===== config.mk =====
export PLATFORM = sky130hd
export DESIGN_NAME = wdsec_device_flat
export DESIGN_NICKNAME = d
export VERILOG_FILES = /design/src/core/wdsec_pkg.sv /design/src/core/wdsec_if.sv /design/src/core/wdsec_device.sv /design/src/flat_wrapper.sv
export SDC_FILE = /design/constraint.sdc
export NUM_CORES = 1
export LEC_CHECK = 0
export BUFFER_PORTS_ARGS = -buffer_cell sky130_fd_sc_hd__buf_2
export CAP_MARGIN = 40
export CORE_MARGIN = 8
export CORE_UTILIZATION = 30
export CTS_CLUSTER_DIAMETER = 50
export DETAILED_ROUTE_END_ITERATION = 8
export SETUP_SLACK_MARGIN = 0.15
export SLEW_MARGIN = 20
export SYNTH_ARGS = -nofsm -noshare
export SYNTH_HDL_FRONTEND = slang
export SYNTH_SLANG_ARGS = --single-unit

===== constraint.sdc =====
create_clock -name pclk -period 5.8 [get_ports pclk]
set_clock_uncertainty 0.2 [all_clocks]
set_input_delay 0.29 -clock pclk [delete_from_list [all_inputs] [get_ports pclk]]
set_output_delay 0.29 -clock pclk [all_outputs]
set_load 0.01 [all_outputs]

===== src/core/wdsec_pkg.sv =====
// Purpose: Shared constants and types for the watchdog and boot security
// Assumes: One clock, pclk at 200 MHz; crystal rate made by an enable
// Notes: Host register map is APB, one aligned 32-bit word per register
package wdsec_pkg;

	// Clock and crystal rates
	localparam int unsigned CLK_HZ = 200_000_000;
	localparam int unsigned XTAL_HZ = 32_768;
	// Crystal enable divider, pclk cycles per crystal cycle
	localparam int unsigned XTAL_DIV = CLK_HZ / XTAL_HZ;

	// Longest refresh interval in milliseconds, and crystal ticks
	localparam int unsigned DOG_PERIOD_MS = 1500;
	localparam int unsigned DOG_TICKS = (DOG_PERIOD_MS * XTAL_HZ) / 1000;
	// Launch delay after overflow in crystal cycles
	localparam int unsigned LAUNCH_TICKS = 4100;
	// Preboot length in processor cycles
	localparam int unsigned PREBOOT_CYCLES = 32;

	// Flash operation codes
	typedef enum logic [1:0]
	{
		OP_READ = 2'h0,
		OP_WRITE = 2'h1,
		OP_PAGE_ERASE = 2'h2,
		OP_GLOBAL_ERASE = 2'h3
	} wdsec_op_e;

	// Request source
	localparam logic SRC_CPU = 1'b0;
	localparam logic SRC_DBG = 1'b1;

	// Chip sequence states, Gray along hold, wait, preboot, run
	typedef enum logic [1:0]
	{
		ST_HOLD = 2'h0,
		ST_WAIT = 2'h1,
		ST_PRE = 2'h3,
		ST_RUN = 2'h2
	} wdsec_state_e;

	// Host register byte offsets
	localparam logic [11:0] REG_CTRL = 12'h000;
	localparam logic [11:0] REG_REQ = 12'h004;
	localparam logic [11:0] REG_STATUS = 12'h008;

	// CTRL fields (write)
	localparam int CTRL_KICK = 0;
	localparam int CTRL_OVF_CLR = 1;
	localparam int CTRL_LOCK_WR = 2;
	localparam int CTRL_LOCK_VAL = 3;
	localparam int CTRL_DBG_EN = 4;
	// REQ fields (write starts a request)
	localparam int REQ_OP_LO = 0;
	localparam int REQ_SRC = 2;
	localparam int REQ_PAGE0 = 3;
	// STATUS fields (read)
	localparam int ST_OVF = 0;
	localparam int ST_LOCK = 1;
	localparam int ST_PREBOOT = 2;
	localparam int ST_CPU_RUN = 3;
	localparam int ST_BUSY = 4;
	localparam int ST_LAST_OK = 5;
	localparam int ST_DBG_EN = 6;

	// Decide whether a flash request may proceed
	function automatic logic op_permitted(input logic src,
		input wdsec_op_e op, input logic page0, input logic lock,
		input logic dbg_ok);
		logic ok;
		ok = 1'b1;
		if (src == SRC_DBG && !dbg_ok)
			ok = 1'b0;
		if (lock && src == SRC_DBG && op != OP_GLOBAL_ERASE)
			ok = 1'b0;
		if (lock && page0 && (op == OP_PAGE_ERASE || op == OP_WRITE))
			ok = 1'b0;
		return ok;
	endfunction

endpackage


===== src/core/wdsec_if.sv =====
// Purpose: Link between firmware/emulator end and the security device
// Assumes: Both ends on pclk; all signals synchronous
// Notes: Request holds until the device acknowledges for one cycle
interface wdsec_if;
	import wdsec_pkg::*;

	// Watchdog and lock orders from firmware
	logic kick;
	logic ovf_clr;
	logic lock_wr;
	logic lock_val;
	logic dbg_en;
	// Flash request and answer
	logic req_valid;
	logic req_src;
	wdsec_op_e req_op;
	logic req_page0;
	logic req_ack;
	logic req_ok;
	// Device status
	logic ovf_flag;
	logic lock;
	logic preboot;
	logic cpu_run;

	// Documented device end
	modport device (
		input kick, ovf_clr, lock_wr, lock_val, dbg_en,
		input req_valid, req_src, req_op, req_page0,
		output req_ack, req_ok,
		output ovf_flag, lock, preboot, cpu_run
	);

	// Firmware and emulator end
	modport host (
		output kick, ovf_clr, lock_wr, lock_val, dbg_en,
		output req_valid, req_src, req_op, req_page0,
		input req_ack, req_ok,
		input ovf_flag, lock, preboot, cpu_run
	);

endinterface


===== src/core/wdsec_device.sv =====
// Purpose: Fixed watchdog, reset launch sequence and code lock gating
// Assumes: reset_pin and wake are synchronous to pclk
// Notes: Crystal time base is a one-cycle enable divided from pclk
// Behaviour
// - Firmware refreshes watchdog within 1.5 seconds
// - Overflow resets chip with wake-up defaults
// - Wait 4100 crystal cycles, launch at zero
// - Overflow sets nonvolatile overflow flag
// - Firmware clears overflow flag after reading
// - Reset pin clears overflow flag
// - Only wake low or debug enable stops watchdog; nothing stops oscillator; here chip reset (hold and launch wait) also holds watchdog
// - Debug port enable stops the watchdog
// - Writing kick bit restarts watchdog count
// - Watchdog held in reset while wake low
// - Locked: emulator may only globally erase
// - Firmware sets lock during preboot window
// - Lock stays until the next chip reset
// - First 32 cycles inhibit emulator, flag shown
// - After preboot emulator allowed, subject to lock
// - Every chip reset clears the lock
// - Lock bit accepts only writes of one
// - Locked: no external program code read
// - Locked: page zero page erase refused
// - Locked: page zero writes inhibited
module wdsec_device
	import wdsec_pkg::*;
#(
	parameter int unsigned XTAL_DIVIDE = XTAL_DIV,
	parameter int unsigned DOG_COUNT = DOG_TICKS,
	parameter int unsigned LAUNCH_COUNT = LAUNCH_TICKS,
	parameter int unsigned PREBOOT_COUNT = PREBOOT_CYCLES
)
(
	// Clock and power-on reset
	input wire logic pclk,
	input wire logic presetn,
	// Chip reset pin (high resets) and internal wake level
	input wire logic reset_pin,
	input wire logic wake,
	// Link to firmware and emulator
	wdsec_if.device link,
	// Chip side results
	output logic chip_rst_n,
	output logic wake_defaults,
	output logic launch,
	output logic flash_go,
	output wdsec_op_e flash_op,
	output logic flash_page0
);

	// Crystal enable divider
	logic [15:0] div_q;
	logic [15:0] div_d;
	logic xtal_tick;
	// Watchdog count in crystal ticks
	logic [17:0] dog_q;
	logic [17:0] dog_d;
	logic dog_clear;
	logic dog_ovf;
	// Launch delay and preboot counters
	logic [15:0] seq_q;
	logic [15:0] seq_d;
	wdsec_state_e state_q;
	wdsec_state_e state_d;
	// Flags
	logic ovf_q;
	logic ovf_d;
	logic wdr_q;
	logic wdr_d;
	logic lock_q;
	logic lock_d;
	// Request answer
	logic ack_q;
	logic ok_q;
	logic go_q;
	wdsec_op_e op_q;
	logic pg0_q;
	// Decoded conditions
	logic running;
	logic dbg_ok;
	logic req_take;
	logic req_allow;

	// Crystal tick divider, free running, no control can stop it
	assign xtal_tick = (div_q == 16'(XTAL_DIVIDE - 1));
	assign div_d = xtal_tick ? 16'h0000 : div_q + 16'h0001;

	// Watchdog restarts on kick, wake low, debug enable or chip reset
	assign dog_clear = link.kick
		| ~wake
		| link.dbg_en
		| (state_q != ST_RUN && state_q != ST_PRE);
	// Overflow is one pclk wide, on the tick that reaches terminal count
	assign dog_ovf = ~dog_clear & xtal_tick
		& (dog_q == 18'(DOG_COUNT - 1));
	assign dog_d = dog_clear ? 18'h00000 :
		(xtal_tick ? dog_q + 18'h00001 : dog_q);

	// Overflow flag: set wins over firmware clear; pin clears it
	assign ovf_d = dog_ovf ? 1'b1 :
		(reset_pin ? 1'b0 :
		(link.ovf_clr ? 1'b0 : ovf_q));

	// Reset cause: overflow selects wake-up defaults, pin selects reset
	assign wdr_d = dog_ovf ? 1'b1 : (reset_pin ? 1'b0 : wdr_q);

	// Lock: cleared in chip reset, only a one can be written
	assign lock_d = (state_q == ST_HOLD || state_q == ST_WAIT) ? 1'b0 :
		((link.lock_wr & link.lock_val) ? 1'b1 : lock_q);

	// Chip sequence next state
	always_comb
	begin
		state_d = state_q;
		seq_d = seq_q;
		if (reset_pin || dog_ovf)
		begin
			// Both causes reset the chip alike
			state_d = ST_HOLD;
			seq_d = 16'h0000;
		end
		else
		begin
			unique case (state_q)
				ST_HOLD:
				begin
					// Release into the launch delay
					state_d = ST_WAIT;
					seq_d = 16'h0000;
				end
				ST_WAIT:
				begin
					// Count crystal cycles before launch
					if (xtal_tick)
					begin
						if (seq_q == 16'(LAUNCH_COUNT - 1))
						begin
							state_d = ST_PRE;
							seq_d = 16'h0000;
						end
						else
							seq_d = seq_q + 16'h0001;
					end
				end
				ST_PRE:
				begin
					// Preboot window in processor cycles
					if (seq_q == 16'(PREBOOT_COUNT - 1))
						state_d = ST_RUN;
					else
						seq_d = seq_q + 16'h0001;
				end
				ST_RUN:
				begin
					// Normal running
					state_d = ST_RUN;
				end
			endcase
		end
	end

	// Decoded chip status
	assign running = (state_q == ST_RUN);
	// Emulator usable only after preboot and with its port enabled
	assign dbg_ok = running & link.dbg_en;
	assign req_take = link.req_valid & ~ack_q;
	// Lock gating of flash requests
	assign req_allow = (state_q == ST_PRE || running)
		& op_permitted(link.req_src, link.req_op, link.req_page0,
		lock_q, dbg_ok);

	// Divider, watchdog and sequence registers
	always_ff @(posedge pclk or negedge presetn)
	begin
		if (!presetn)
		begin
			div_q <= 16'h0000;
			dog_q <= 18'h00000;
			seq_q <= 16'h0000;
			state_q <= ST_HOLD;
		end
		else
		begin
			div_q <= div_d;
			dog_q <= dog_d;
			seq_q <= seq_d;
			state_q <= state_d;
		end
	end

	// Flag registers
	always_ff @(posedge pclk or negedge presetn)
	begin
		if (!presetn)
		begin
			ovf_q <= 1'b0;
			wdr_q <= 1'b0;
			lock_q <= 1'b0;
		end
		else
		begin
			ovf_q <= ovf_d;
			wdr_q <= wdr_d;
			lock_q <= lock_d;
		end
	end

	// Request answer, one cycle after the request is taken
	always_ff @(posedge pclk or negedge presetn)
	begin
		if (!presetn)
		begin
			ack_q <= 1'b0;
			ok_q <= 1'b0;
			go_q <= 1'b0;
			op_q <= OP_READ;
			pg0_q <= 1'b0;
		end
		else
		begin
			ack_q <= req_take;
			go_q <= req_take & req_allow;
			if (req_take)
			begin
				ok_q <= req_allow;
				op_q <= link.req_op;
				pg0_q <= link.req_page0;
			end
		end
	end

	// Link outputs
	assign link.req_ack = ack_q;
	assign link.req_ok = ok_q;
	assign link.ovf_flag = ovf_q;
	assign link.lock = lock_q;
	assign link.preboot = (state_q == ST_PRE);
	assign link.cpu_run = running;

	// Chip outputs
	assign chip_rst_n = (state_q == ST_PRE || running);
	assign wake_defaults = wdr_q;
	assign launch = (state_q == ST_WAIT) & (state_d == ST_PRE);
	assign flash_go = go_q;
	assign flash_op = op_q;
	assign flash_page0 = pg0_q;

endmodule // wdsec_device


===== src/flat_wrapper.sv =====
// flat-port wrapper written by rule: the top's interface ports become plain ports
module wdsec_device_flat import wdsec_pkg::*;
#(
	parameter int unsigned XTAL_DIVIDE = XTAL_DIV,
	parameter int unsigned DOG_COUNT = DOG_TICKS,
	parameter int unsigned LAUNCH_COUNT = LAUNCH_TICKS,
	parameter int unsigned PREBOOT_COUNT = PREBOOT_CYCLES
)
  (pclk, presetn, reset_pin, wake, chip_rst_n, wake_defaults, launch, flash_go, flash_op, flash_page0, link_kick, link_ovf_clr, link_lock_wr, link_lock_val, link_dbg_en, link_req_valid, link_req_src, link_req_op, link_req_page0, link_req_ack, link_req_ok, link_ovf_flag, link_lock, link_preboot, link_cpu_run);
  wdsec_if link_i ();
  input wire logic pclk;
  input wire logic presetn;
  input wire logic reset_pin;
  input wire logic wake;
  output logic chip_rst_n;
  output logic wake_defaults;
  output logic launch;
  output logic flash_go;
  output wdsec_op_e flash_op;
  output logic flash_page0;
  input wire logic [$bits(link_i.kick)-1:0] link_kick;
  input wire logic [$bits(link_i.ovf_clr)-1:0] link_ovf_clr;
  input wire logic [$bits(link_i.lock_wr)-1:0] link_lock_wr;
  input wire logic [$bits(link_i.lock_val)-1:0] link_lock_val;
  input wire logic [$bits(link_i.dbg_en)-1:0] link_dbg_en;
  input wire logic [$bits(link_i.req_valid)-1:0] link_req_valid;
  input wire logic [$bits(link_i.req_src)-1:0] link_req_src;
  input wire logic [$bits(link_i.req_op)-1:0] link_req_op;
  input wire logic [$bits(link_i.req_page0)-1:0] link_req_page0;
  output wire logic [$bits(link_i.req_ack)-1:0] link_req_ack;
  output wire logic [$bits(link_i.req_ok)-1:0] link_req_ok;
  output wire logic [$bits(link_i.ovf_flag)-1:0] link_ovf_flag;
  output wire logic [$bits(link_i.lock)-1:0] link_lock;
  output wire logic [$bits(link_i.preboot)-1:0] link_preboot;
  output wire logic [$bits(link_i.cpu_run)-1:0] link_cpu_run;
  assign link_i.kick = link_kick;
  assign link_i.ovf_clr = link_ovf_clr;
  assign link_i.lock_wr = link_lock_wr;
  assign link_i.lock_val = link_lock_val;
  assign link_i.dbg_en = link_dbg_en;
  assign link_i.req_valid = link_req_valid;
  assign link_i.req_src = link_req_src;
  assign link_i.req_op = link_req_op;
  assign link_i.req_page0 = link_req_page0;
  assign link_req_ack = link_i.req_ack;
  assign link_req_ok = link_i.req_ok;
  assign link_ovf_flag = link_i.ovf_flag;
  assign link_lock = link_i.lock;
  assign link_preboot = link_i.preboot;
  assign link_cpu_run = link_i.cpu_run;
  wdsec_device #(.XTAL_DIVIDE(XTAL_DIVIDE), .DOG_COUNT(DOG_COUNT), .LAUNCH_COUNT(LAUNCH_COUNT), .PREBOOT_COUNT(PREBOOT_COUNT)) u_core (.pclk(pclk), .presetn(presetn), .reset_pin(reset_pin), .wake(wake), .link(link_i), .chip_rst_n(chip_rst_n), .wake_defaults(wake_defaults), .launch(launch), .flash_go(flash_go), .flash_op(flash_op), .flash_page0(flash_page0));
endmodule

==> flow_summary.ini, run 1 <==
[drt]
remaining_drc_errors = 0
vias_per_cell = 5.25
ant_nets = 0
first_iter_violations = 251
drtPass1Iterations = 4
drt-total-wl_um = 7780
routedWlPerCell_um = 14.4
vias = 2839

[cts]
cts_root_buf = clkbuf_16
cts_tree = built
postCtsResizedCells = 0
cts_buffer_depth = 2
cts_sinks = 61
clk_latency_ns = 0.33
path_clk_slew_ns = 0.06
htree_levels = 3
cts_buffers = 9

[global_route]
grt_max_degree = 62
use_met1_pct = 13.1
antenna_found_initial = 0
use_met2_pct = 17.3
grt_usage_pct = 10.7
overflow = 0
grt_use_met3_pct = 3.01
grt_pass1_vias = 2816
grt_pass1_wl_um = 13200
grt_busiest_layer = met2

[pwr]
p_int_mw = 0.734
p_seq_share_pct = 44.9
p_comb_share_pct = 4.2
p_leak_nw = 1.73
p_switching_mw = 0.228
switching_share_pct = 23.7
power.clock.fraction_pct = 50.9
peakVddDrop_v = 0.000117
powerDensity_nw_per_um2 = 238

[finish]
n_antenna_cell = 0
final_nets = 412
layout-drive-gt1-share_pct = 19.1
layout_commonest_cell = dfrtp_1
finalNonFillerCells = 541
mostFrequentLayoutCells = dfrtp_1 (61), nand2_1 (36), nor2_1 (36)
syn2layout_area_growth_pct = 17.0
fin_area_um2 = 4040

[placed_design]
portBuffers = 26
place_area_um2 = 3690
finalWeightedCongestion = 0.783
placedCellCount = 519
dpl.hpwl_um = 5090

[floorplan]
die_h_um = 123
initial_utilization_pct = 30.5
rows = 39
ios = 27
die_area_um2 = 15200
core_area_um2 = 11300
die_w_um = 123

[worst_setup_path]
reg2reg_depth = 8
endpoint_kind = primary output
crit_fanout = 10
crit_start = u_core.div_q[3]$_DFF_PN0_
endpoint = launch
cp-start-kind = flop
reg2reg_slack_ns = 2.63
cp_data_arrival_time_ns = 3.01
timing.rr.end = u_core.seq_q[6]$_DFFE_PN0P_
worstSetupPathType = reg2out
crit-reg2reg-launch = u_core.state_q[1]$_DFF_PN0_
worstPathRequired_ns = 5.31

[logic_synthesis]
synth_ff_type = dfrtp_1
synth_cells = 368
synth_top_area_cell = dfrtp_1
synth_top_area_share_pct = 44.2
synth_edf_count = 0
yosysUniqueCellTypes = 48
synth_area_leaders = dfrtp_1 (44%), o211ai_2 (4.3%), xor2_1 (4.3%)
yosys_warnings = 0
synth_area_um2 = 3450
syn_nets = 387
seq_area_frac_synth_pct = 44.2
avgSynthCellArea_um2 = 9.39
async_flop_share_pct = 100
synth_seq_cells = 61

[hold_path]
min_path_type = in2reg

[sta]
fin_crit_sh_pct = 60.3
slew_headroom_pct = 52.6
fmax_ghz = 0.286
fin_setup_tns_ns = 0
rsz0062_at_grt = no
hold_viol = 0
drv_slew = 0
period_needed_ns = 3.50
finalSetupViolations = 0
tightestPinTransition_ns = 0.705

[job]
drv_cap = 0

[run_status]
outcome = finished, final reports clean
## cell usage after synthesis (4+ instances only)
library cell,number
ha_1,5
and3_1,12
dfrtp_1,61
a21oi_1,15
o211ai_1,6
buf_2,6
nand4_1,12
clkbuf_1,12
or4_1,4
nand3_1,15
nor3_1,6
a31oi_1,12
o21ai_0,13
nor2b_1,4
nor4_1,6
xor2_1,17
nand2_1,36
nand4b_1,4
xnor2_1,8
inv_1,11
and2_1,7
o211ai_2,12
nor2_1,36
or3_1,9
## cell families (layout without fill, tap and decap cells)
kind of cell	Yosys count	count (layout)	share of synthesized area [%]
AND/OR/NAND/NOR	167	167	26.4
adder cells (fa/ha/maj)	5	5	1.81
flip-flops	61	61	44.2
buffers and inverters	35	65	4.89
XOR/XNOR	25	25	6.34
multiplexers	4	4	1.30
AO/OA/AOI/OAI	71	71	15.1
## how the worst min path moves through the flow
stage / from / to / slack, ns / cells after the start
after floorplan: presetn / u_core.div_q[0]$_DFF_PN0_ / -0.21 / 0
after global routing: link_req_op[1] / u_core.flash_op[1]$_DFFE_PN0P_ / 0.01 / 2
after CTS: link_req_op[1] / u_core.flash_op[1]$_DFFE_PN0P_ / 0.002 / 2
after detailed placement: u_core.link.ovf_flag$_DFFE_PN0P_ / u_core.link.ovf_flag$_DFFE_PN0P_ / 0.26 / 2
final: link_req_op[1] / u_core.flash_op[1]$_DFFE_PN0P_ / 0.01 / 2
after global placement: u_core.link.ovf_flag$_DFFE_PN0P_ / u_core.link.ovf_flag$_DFFE_PN0P_ / 0.25 / 2
## layer usage
layer  up-vias  part of all wire [%]
li1       1379                     -
met1      1388                    45
met2        63                    48
met3         9                   5.6
met4         0                   1.1
met5         -                     0
## timing repair
item,4_1_cts,5_1_grt
hold buffers,3,0
endpoints found under the hold margin,63,0
setup buffers,0,0
## power groups by stage
stage | clock network [mW] | registers, mW | logic [mW]
finish | 0.490 | 0.432 | 0.0401
global route | 0.525 | 0.433 | 0.0448
CTS | 0.503 | 0.432 | 0.0388
detailed placement | 0 | 0.440 | 0.0373
global placement | 0 | 0.440 | 0.0360
floorplan | 0 | 0.441 | 0.0148
## metrics by stage
| step | worst slack, ns | hold slack, ns | util, % | power, mW |
|---|---|---|---|---|
| global placement | 2.30 | 0.255 | 32.4 | 0.476 |
| CTS | 1.92 | 0.00159 | 35.3 | 0.975 |
| floorplan | 3.18 | -0.206 | - | 0.456 |
| global route | 1.96 | 0.0135 | 35.7 | 1.00 |
| finish | 2.30 | 0.0147 | 35.7 | 0.963 |
| detailed placement | 2.28 | 0.263 | 32.6 | 0.477 |
## worst max-delay path, stage by stage (launching register included)
cell,delay (ns)
dfrtp_1,0.42
or4_1,0.60
nor4_1,0.48
nand4_1,0.41
o21bai_2,0.51
nor3b_1,0.11
buf_2,0.16
## final cells by class
| class | instances | area [µm²] |
|---|---|---|
| clock buffers | 9 | 225 |
| repair buffers | 38 | 255 |
| well taps | 143 | 179 |
| inverters | 11 | 41.3 |
| multi-input cells | 272 | 1770 |
| flip-flops and latches | 61 | 1530 |
| fillers | 1138 | 7280 |
| clock inverters | 7 | 50.0 |
## state kept, by name, indices dropped and copies added, names as in the netlist
register / flops
u_core.dog_q: 18
u_core.div_q: 16
u_core.seq_q: 16
u_core.flash_op: 2
u_core.state_q: 2
u_core.flash_go: 1
u_core.flash_page0: 1
u_core.link.lock: 1
u_core.link.ovf_flag: 1
u_core.link.req_ack: 1
u_core.link.req_ok: 1
u_core.wake_defaults: 1
Power figures use the tool's default switching activity.
==> run 2, diff against run 1 <==
ABC_AREA = 1   (was default)
clock period = 3.2 ns   (was 5.8 ns; I/O delays follow)
==> flow_summary.ini, run 2 <==
[finish]
largest_reg_flops = 18
layout_commonest_cell = nand2_1
top_regs = u_core.dog_q (18), u_core.div_q (16), u_core.seq_q (16)
fill_cells = 1229
top_register = u_core.dog_q
regArea_um2 = 1530
mostFrequentLayoutCells = nand2_1 (161), nor2_1 (86), dfrtp_1 (61)
fin_area_um2 = 4300
layout-drive-gt1-share_pct = 10.4
final_nets = 574
n_antenna_cell = 0
multi_input_area_um2 = 1800
syn2layout_area_growth_pct = 19.3

[cts]
cts_setup_buffers = 0
htree_levels = 3
ctsHoldBuffers = 11
cts_sinks = 61
cts_buffers = 9
path_clk_slew_ns = 0.06
postCtsResizedCells = 0
cts_tree = built
clk_latency_ns = 0.32
cts_buffer_depth = 2
cts_root_buf = clkbuf_16

[sta]
fin_setup_tns_ns = 0
drv_slew = 0
tightestPinTransition_ns = 0.580
rsz0062_at_grt = no
finalSetupViolations = 0
slew_headroom_pct = 61.0
holdWs_ns = 0.0249
fin_crit_sh_pct = 81.3
fin_ws_ns = 0.598
period_needed_ns = 2.60
fmax_ghz = 0.384
hold_viol = 0

[pwr]
p_switching_mw = 0.406
p_leak_nw = 2.11
powerDensity_nw_per_um2 = 427
p_comb_share_pct = 4.2
power.clock.fraction_pct = 53.1
switching_share_pct = 22.1
peakVddDrop_v = 0.000238
p_int_mw = 1.43
p_seq_share_pct = 42.8

[drt]
ant_nets = 0
drt-total-wl_um = 8690
drtPass1Iterations = 4
first_iter_violations = 157
remaining_drc_errors = 0
routedWlPerCell_um = 12.3
vias_per_cell = 4.68
vias = 3306

[worst_setup_path]
crit_path_top_delay_cell = dfrtp_1
timing.rr.end = u_core.state_q[1]$_DFF_PN0_
crit_fanout = 16
critical-path-top-delay-family = simple AND/OR/NAND/NOR gates
worstSetupPathType = reg2out
endpoint_kind = primary output
cp_data_arrival_time_ns = 2.24
cp-start-kind = flop
crit_start = u_core.div_q[0]$_DFF_PN0_
reg2reg_depth = 11
worstPathRequired_ns = 2.84
reg2reg_slack_ns = 1.09
path_buf_inv = 3
endpoint = launch
crit-reg2reg-launch = u_core.div_q[0]$_DFF_PN0_
crit_top_cell = nand2_1
cp_cell_sequence = inv_1 -> ha_1 -> nand2_1 -> nor2_1 -> nand2_1 -> nor2_4 -> nand3_4 -> nand2_4 -> inv_2 -> nand2_1 -> nor2_1 -> buf_2
critPathMaxStageDelay_ns = 0.41
cp_num_cells = 12

[hold_path]
holdCritStartpoint = link_dbg_en
min_path_type = in2reg

[logic_synthesis]
synth_area_um2 = 3600
yosysUniqueCellTypes = 28
synth_cells = 512
synth_top_area_cell = dfrtp_1
seq_area_frac_synth_pct = 42.4
yosys_warnings = 0
syn_nets = 531
async_flop_share_pct = 100
synth_top_area_share_pct = 42.4
synth_ff_type = dfrtp_1
synth_seq_cells = 61
synth_common_cells = nand2_1 (161), nor2_1 (86), dfrtp_1 (61)
avgSynthCellArea_um2 = 7.04
synth_edf_count = 0
synth_area_leaders = dfrtp_1 (42%), nand2_1 (17%), nor2_1 (9.0%)
synth.most_common_cell = nand2_1

[placed_design]
place_ws_ns = 0.911
finalWeightedCongestion = 0.847
place_area_um2 = 3890
dpl.hpwl_um = 6340
portBuffers = 26

[floorplan]
die_w_um = 126
die_h_um = 126
die_area_um2 = 15800
ios = 27
rows = 40
initial_utilization_pct = 30.4
core_area_um2 = 11900

[job]
drv_cap = 0

[global_route]
overflow = 0
grt_usage_pct = 11.5
grt_max_degree = 43
antenna_found_initial = 0
grt_pass1_wl_um = 14900
grt_pass1_vias = 3207

[run_status]
outcome = finished, final reports clean
[run 2: cell types whose count changed in the layout (fill, tap and decap cells not counted), moves of 8 or more]
cell           before  now
a31oi_1            12    1
and3_1             12    0
dlygate4sd3_1       3   11
inv_1              11   60
nand2_1            36  161
nand3_1            15   37
nor2_1             36   86
o211ai_2           12    0
or3_1               9    0
xnor2_1             8    0
[run 2: worst min path at each step]
stage / cells after the start / endpoint / slack [ns]
floorplan: 0 / u_core.div_q[0]$_DFF_PN0_ / -0.34
global placement: 1 / u_core.dog_q[16]$_DFFE_PN0P_ / -0.06
detailed placement: 1 / u_core.dog_q[16]$_DFFE_PN0P_ / -0.05
CTS: 5 / u_core.flash_go$_DFF_PN0_ / 0.02
global route: 5 / u_core.flash_go$_DFF_PN0_ / 0.06
finish: 5 / u_core.flash_go$_DFF_PN0_ / 0.02
[run 2: layer usage]
layer | part of all wire [%] | vias to the layer above | global-route usage [%]
met1 | 47 | 1532 | 14.2
met5 | 0 | - | 0
met3 | 5.3 | 9 | 3.36
met2 | 46 | 65 | 18.5
met4 | 1.6 | 0 | 4.73
li1 | - | 1700 | -
[run 2: area by class of cell]
cell class / count / share of cell area (%)
Clock buffer: 10 / 5.56
Tap cell: 147 / 4.28
Timing Repair Buffer: 39 / 5.94
Multi-Input combinational cell: 382 / 41.8
Clock inverter: 6 / 1.46
Sequential cell: 61 / 35.5
Inverter: 62 / 5.41
[run 2: stage by stage]
| stage | cells | utilization (%) | power (mW) |
|---|---|---|---|
| 6_report | 707 | 36.2 | 1.83 |
| 3_3_place_gp | 680 | 32.8 | 0.863 |
| 3_5_place_dp | 680 | 32.8 | 0.865 |
| 2_1_floorplan | 512 | - | 0.828 |
| 5_1_grt | 707 | 36.2 | 1.90 |
| 4_1_cts | 707 | 36.2 | 1.86 |
[run 2: worst reg2reg max path, cell delays in order, from the launching register on]
cell and delay [ns]:
dfrtp_1 0.41, inv_1 0.07, ha_1 0.16, nand2_1 0.05
nor2_1 0.09, nand2_1 0.11, nor2_4 0.38, nand3_4 0.15
nand2_4 0.12, inv_2 0.11, nand2_1 0.11, inv_1 0.06
[run 2: cell families after synthesis]
group,count (synthesis),share of synthesized area (%)
adders and majority gates,5,1.74
buffers and inverters,69,7.74
AOI/OAI and AO/OA,34,5.03
xor gates and xnor gates,18,4.37
and+or+nand+nor,325,38.8
DFF,61,42.4
[run 2: power by group through the flow]
stage	combinational, mW	clock (mW)	sequential (mW)
final	0.0762	0.973	0.784
after global routing	0.0861	1.03	0.785
after CTS	0.0775	0.997	0.784
after detailed placement	0.0670	0	0.798
after global placement	0.0662	0	0.797
after floorplan	0.0280	0	0.801
